--- src/verilog/autoneg_result_pkg.sv ---
package autoneg_result_pkg;
    localparam logic [4:0] DEV_ADDR = 5'h07;
    localparam logic [15:0] STATUS_OFFSET = 16'h8001;
    localparam logic [15:0] STATUS_RESET = 16'h0000;
    localparam int NP_RX_BIT = 10;
    localparam int INC_LINK_BIT = 9;
    localparam int TX_LVL_LSB = 7;
    localparam int ROLE_LSB = 5;
    localparam int TECH_LSB = 1;
    localparam int DONE_BIT = 0;
    localparam logic [1:0] TX_LVL_NOT_RUN = 2'h0;
    localparam logic [1:0] TX_LVL_LOW = 2'h2;
    localparam logic [1:0] TX_LVL_HIGH = 2'h3;
    localparam logic [1:0] ROLE_NOT_RUN = 2'h0;
    localparam logic [1:0] ROLE_FAULT = 2'h1;
    localparam logic [1:0] ROLE_FOLLOWER = 2'h2;
    localparam logic [1:0] ROLE_LEADER = 2'h3;
    localparam logic [3:0] TECH_NULL = 4'h0;
    localparam logic [3:0] TECH_T1L = 4'h1;
endpackage

--- src/verilog/autoneg_result_status.sv ---
`timescale 1ns/1ns
// Function
// - Register at 0x07/0x8001, resets to zero.
// - Bit 10 latches link partner next page.
// - Bit 9 updates only entering good-check.
// - Bits 8:7 report transmit level result.
// - Bits 6:5 report leader/follower result.
// - Bits 4:1 hold chosen technology code.
// - Bit 0 follows the link-good state input.
module autoneg_result_status (
    input wire logic mclk, // Management clock.
    input wire logic resetn, // Asynchronous reset, active low.
    input wire logic [4:0] rd_dev, // Read device address.
    input wire logic [15:0] rd_addr, // Read register address.
    input wire logic rd_en, // Read strobe, one cycle.
    output logic [15:0] rd_data, // Read data, valid cycle after strobe.
    output logic rd_hit, // Read hit this register, registered.
    input wire logic next_page_rx, // Next page received pulse.
    input wire logic good_check_enter, // Entering good-check pulse.
    input wire logic incompatible_in, // Priority resolution: incompatible.
    input wire logic [1:0] tx_level_in, // Transmit level resolution.
    input wire logic [1:0] role_in, // Role resolution.
    input wire logic [3:0] tech_in, // Chosen technology code.
    input wire logic link_good_in // In link-good state.
);

    // ---------------------------------------------------------------
    // Status fields
    // ---------------------------------------------------------------
    logic next_page_rx_flag_reg, next_page_rx_flag_next;
    logic incompatible_link_flag_reg, incompatible_link_flag_next;
    logic [1:0] tx_level_result_reg, tx_level_result_next;
    logic [1:0] role_resolution_result_reg, role_resolution_result_next;
    logic [3:0] common_technology_code_reg, common_technology_code_next;
    logic negotiation_done_flag_reg, negotiation_done_flag_next;
    logic [15:0] rd_data_reg, rd_data_next;
    logic rd_hit_reg, rd_hit_next;
    logic [15:0] status_word;
    logic hit;

    assign hit = rd_en && rd_dev == autoneg_result_pkg::DEV_ADDR
        && rd_addr == autoneg_result_pkg::STATUS_OFFSET;

    always_comb begin
        status_word = autoneg_result_pkg::STATUS_RESET;
        status_word[autoneg_result_pkg::NP_RX_BIT] = next_page_rx_flag_reg;
        status_word[autoneg_result_pkg::INC_LINK_BIT] =
            incompatible_link_flag_reg;
        status_word[autoneg_result_pkg::TX_LVL_LSB +: 2] =
            tx_level_result_reg;
        status_word[autoneg_result_pkg::ROLE_LSB +: 2] =
            role_resolution_result_reg;
        status_word[autoneg_result_pkg::TECH_LSB +: 4] =
            common_technology_code_reg;
        status_word[autoneg_result_pkg::DONE_BIT] = negotiation_done_flag_reg;
    end

    always_comb begin
        // A new request in the read cycle wins over the clear.
        next_page_rx_flag_next = next_page_rx
            || (next_page_rx_flag_reg && !hit);
        incompatible_link_flag_next = good_check_enter ? incompatible_in
            : incompatible_link_flag_reg;
        tx_level_result_next = tx_level_in;
        role_resolution_result_next = role_in;
        common_technology_code_next = tech_in;
        negotiation_done_flag_next = link_good_in;
        rd_data_next = hit ? status_word : autoneg_result_pkg::STATUS_RESET;
        rd_hit_next = hit;
    end

    always_ff @(posedge mclk or negedge resetn) begin
        if (!resetn) begin
            next_page_rx_flag_reg <= 1'b0;
            incompatible_link_flag_reg <= 1'b0;
            tx_level_result_reg <= autoneg_result_pkg::TX_LVL_NOT_RUN;
            role_resolution_result_reg <= autoneg_result_pkg::ROLE_NOT_RUN;
            common_technology_code_reg <= autoneg_result_pkg::TECH_NULL;
            negotiation_done_flag_reg <= 1'b0;
            rd_data_reg <= autoneg_result_pkg::STATUS_RESET;
            rd_hit_reg <= 1'b0;
        end else begin
            next_page_rx_flag_reg <= next_page_rx_flag_next;
            incompatible_link_flag_reg <= incompatible_link_flag_next;
            tx_level_result_reg <= tx_level_result_next;
            role_resolution_result_reg <= role_resolution_result_next;
            common_technology_code_reg <= common_technology_code_next;
            negotiation_done_flag_reg <= negotiation_done_flag_next;
            rd_data_reg <= rd_data_next;
            rd_hit_reg <= rd_hit_next;
        end
    end

    assign rd_data = rd_data_reg;
    assign rd_hit = rd_hit_reg;
endmodule

--- config.mk ---
export PLATFORM = sky130hd
export DESIGN_NAME = autoneg_result_status
export DESIGN_NICKNAME = d
export VERILOG_FILES = /design/src/verilog/autoneg_result_pkg.sv /design/src/verilog/autoneg_result_status.sv
export SDC_FILE = /design/constraint.sdc
export NUM_CORES = 1
export LEC_CHECK = 0
export BUFFER_PORTS_ARGS = -buffer_cell sky130_fd_sc_hd__buf_2
export CAP_MARGIN = 15
export CORE_MARGIN = 2
export CORE_UTILIZATION = 41
export CTS_CLUSTER_SIZE = 20
export DETAILED_ROUTE_END_ITERATION = 10
export HOLD_SLACK_MARGIN = 0.06
export PLACE_DENSITY = 0.81
export REMOVE_ABC_BUFFERS = 1
export SLEW_MARGIN = 15
export SYNTH_ARGS = -nofsm -noshare
export SYNTH_HDL_FRONTEND = slang
export SYNTH_SLANG_ARGS = --single-unit
--- constraint.sdc ---
create_clock -name mclk -period 1.1 [get_ports mclk]
set_input_delay 0.22 -clock mclk [delete_from_list [all_inputs] [get_ports mclk]]
set_output_delay 0.22 -clock mclk [all_outputs]
set_load 0.01 [all_outputs]
==> results.sh <==
export IMPL_yosys_area_share_simple_pct=22.58
export IMPL_syn_to_final_growth_pct=44.04
export IMPL_place_area_mm2=0.001157
export IMPL_clock_sinks=23
export IMPL_drt_wl_total_mm=1.636
export IMPL_power_leakage_nw=0.6966
export IMPL_p_total_mw=1.380
export IMPL_drt_initial_drc_count=5
export IMPL_post_place_ws_ns=-0.1280
export IMPL_antennaDiodeCount=0
export IMPL_cap_violations=0
export IMPL_start_kind="flop"
export IMPL_mostFrequentLayoutCell="buf_2"
export IMPL_min_period_ns=1.040
export IMPL_path_class="reg -> out"
export IMPL_ir_drop_v=0.0007443
export IMPL_port_buffer_count=47
export IMPL_use_met1_pct=15.49
export IMPL_synth_top_family_by_area="simple AND/OR/NAND/NOR gates"
export IMPL_outcome="finished clean"
export IMPL_setup_viol=0
export IMPL_antenna_found_initial=0
export IMPL_cp_top_family="flip-flops"
export IMPL_critPathBufInv=1
export IMPL_dp_cells=142
export IMPL_final_cell_mix="47 x buf_2, 23 x dfrtp_1, 11 x inv_1, 10 x dlygate4sd3_1, 9 x nor3_2"
export IMPL_gp_congestion=0.6721
export IMPL_grt_pass1_wl_mm=2.856
export IMPL_die_x_um=50.65
export IMPL_crit_path_top_delay_cell="dfrtp_1"
export IMPL_routedWlPerCell_um=10.49
export IMPL_critPathMaxFanout=1
export IMPL_post_dp_hpwl_mm=1.240
export IMPL_avgViaCountPerCell=4.160
export IMPL_synthAdderAreaFrac_pct=0
export IMPL_ys_ff_latch=23
export IMPL_layout_drive_gt1_share_pct=54.26
export IMPL_worstPathCellList="buf_2"
export IMPL_rows=16
export IMPL_p_per_area_mw_per_mm2=1074
export IMPL_yosys_warnings=0
export IMPL_met3_usage_pct=5.655
export IMPL_htree_levels=1
export IMPL_fmax_mhz=961.4
export IMPL_largest_reg_flops=11
export IMPL_die_y_um=50.65
export IMPL_slowest_delay_ns=0.38
export IMPL_via_count=649
export IMPL_drv_slew=0
export IMPL_postCtsSetupBuffers=0
export IMPL_crit_path_end_kind="output port"
export IMPL_yosysUniqueCellTypes=19
export IMPL_clock_latency_ns=0.30
export IMPL_grt_overflow=0
export IMPL_fill_cells=168
export IMPL_grt_max_degree=24
export IMPL_synth_compound_area_share_pct=1.543
export IMPL_synth_cells=66
export IMPL_synth_xor_area_share_pct=0
export IMPL_start_util_pct=44.56
export IMPL_setup_ws_ns=0.05988
export IMPL_core_area_mm2=0.002002
export IMPL_drc=0
export IMPL_hold_class="in -> reg"
export IMPL_grt_setup_unrepaired="false"
export IMPL_synth_mux_area_share_pct=0
export IMPL_grt_busiest_layer="met2"
export IMPL_fin_crit_sh_pct=94.56
export IMPL_post_route_util_pct=64.19
export IMPL_hold_viol_final=0
export IMPL_grt_met2_usage_pct=27.85
export IMPL_pin_count=53
export IMPL_netlist_area_um2=892.1
export IMPL_clockRootBuffer="clkbuf_4"
export IMPL_critPathRequiredTime_ns=0.88
export IMPL_post_route_cell_area_mm2=0.001285
export IMPL_dieArea_mm2=0.002565
export IMPL_syn_area_per_cell_um2=13.52
export IMPL_finalClockSkew_ns=0.003345
export IMPL_crit_arrival_ns=0.82
export IMPL_cts_buffer_depth=2
export IMPL_grt_total_usage_pct=15.01
export IMPL_antenna_left=0
export IMPL_yosysSeqAreaShare_pct=64.52
export IMPL_cts_made_buffers=3
export IMPL_drtPass1Iterations=2
export IMPL_clkTransAtPathRegs_ns=0.12
export IMPL_final_nets=166
export IMPL_instances_no_fill=156
export IMPL_first_global_vias=720
export IMPL_tritoncts="yes"
==> through the flow <==
step           setup TNS (ns)  hold slack [ns]
3_5_place_dp           -1.124           0.2094
3_3_place_gp          -0.7481           0.1985
5_1_grt                     0          0.09760
2_1_floorplan         -0.4777         -0.07559
6_report                    0          0.09693
4_1_cts                     0          0.09000
==> cell type report <==
type / count / area (um^2) / share of cell area [%]
well taps: 27 / 33.78 / 2.629
repair buffers: 62 / 372.9 / 29.02
inverters: 11 / 41.29 / 3.213
clock inverters: 1 / 5.005 / 0.3895
flip-flops and latches: 23 / 575.6 / 44.79
multi-input cells: 29 / 234.0 / 18.21
clock buffers: 3 / 22.52 / 1.753
==> cells by family after synthesis <==
kind of cell | Yosys count
flops | 23
simple gates | 22
compound gates | 2
buf+inv | 18
other cells | 1
==> worst paths after layout <==
| check | from | endpoint | slack [ns] | cells after the start |
|---|---|---|---|---|
| setup / recovery | rd_data[6] | rd_data[6] | 0.06 | 1 |
| hold / removal | good_check_enter | incompatible_link_flag_reg | 0.1 | 2 |
| setup reg to reg | next_page_rx_flag_reg | next_page_rx_flag_reg | 0.22 | 2 |
| hold reg to reg | common_technology_code_reg[0] | rd_data[1] | 0.49 | 2 |
| max in group asynchronous | resetn | negotiation_done_flag_reg | 0.36 | 2 |
| min in group asynchronous | resetn | role_resolution_result_reg[1] | 0.41 | 2 |
==> metal layers <==
layer	part of all wire (%)	vias to the layer above
li1	-	326
met1	37	289
met2	54	30
met3	7.2	4
met4	1.4	0
met5	0	-
==> cell usage after synthesis <==
cell type   n  area, um^2
nor4_1      1       6.260
and4b_1     1       10.01
dfrtp_1    23       575.6
nand2_1     2       7.510
and4bb_1    1       12.51
inv_1      11       41.29
buf_6       1       11.26
nand4_2     1       12.51
conb_1      1       3.750
nor3_2      9       90.09
nor2_2      1       6.260
nor4b_2     1       15.01
or2_2       1       6.260
nor3_1      2       10.01
o31a_1      1       8.760
buf_4       6       45.04
nor2_1      1       3.750
nor4_4      1       21.27
o21ai_0     1       5.000
==> report_power, final <==
group	switching, mW	total, mW	internal (mW)
combinational	0.0630	0.141	0.0783
sequential	0.00508	0.870	0.865
clock	0.233	0.369	0.136
total	0.301	1.38	1.08
==> repair_timing <==
item / in CTS / in global routing
hold endpoints to repair: 32 / 0
hold buffers: 10 / 0
resized for setup: 0 / 0
Power figures use the tool's default switching activity.
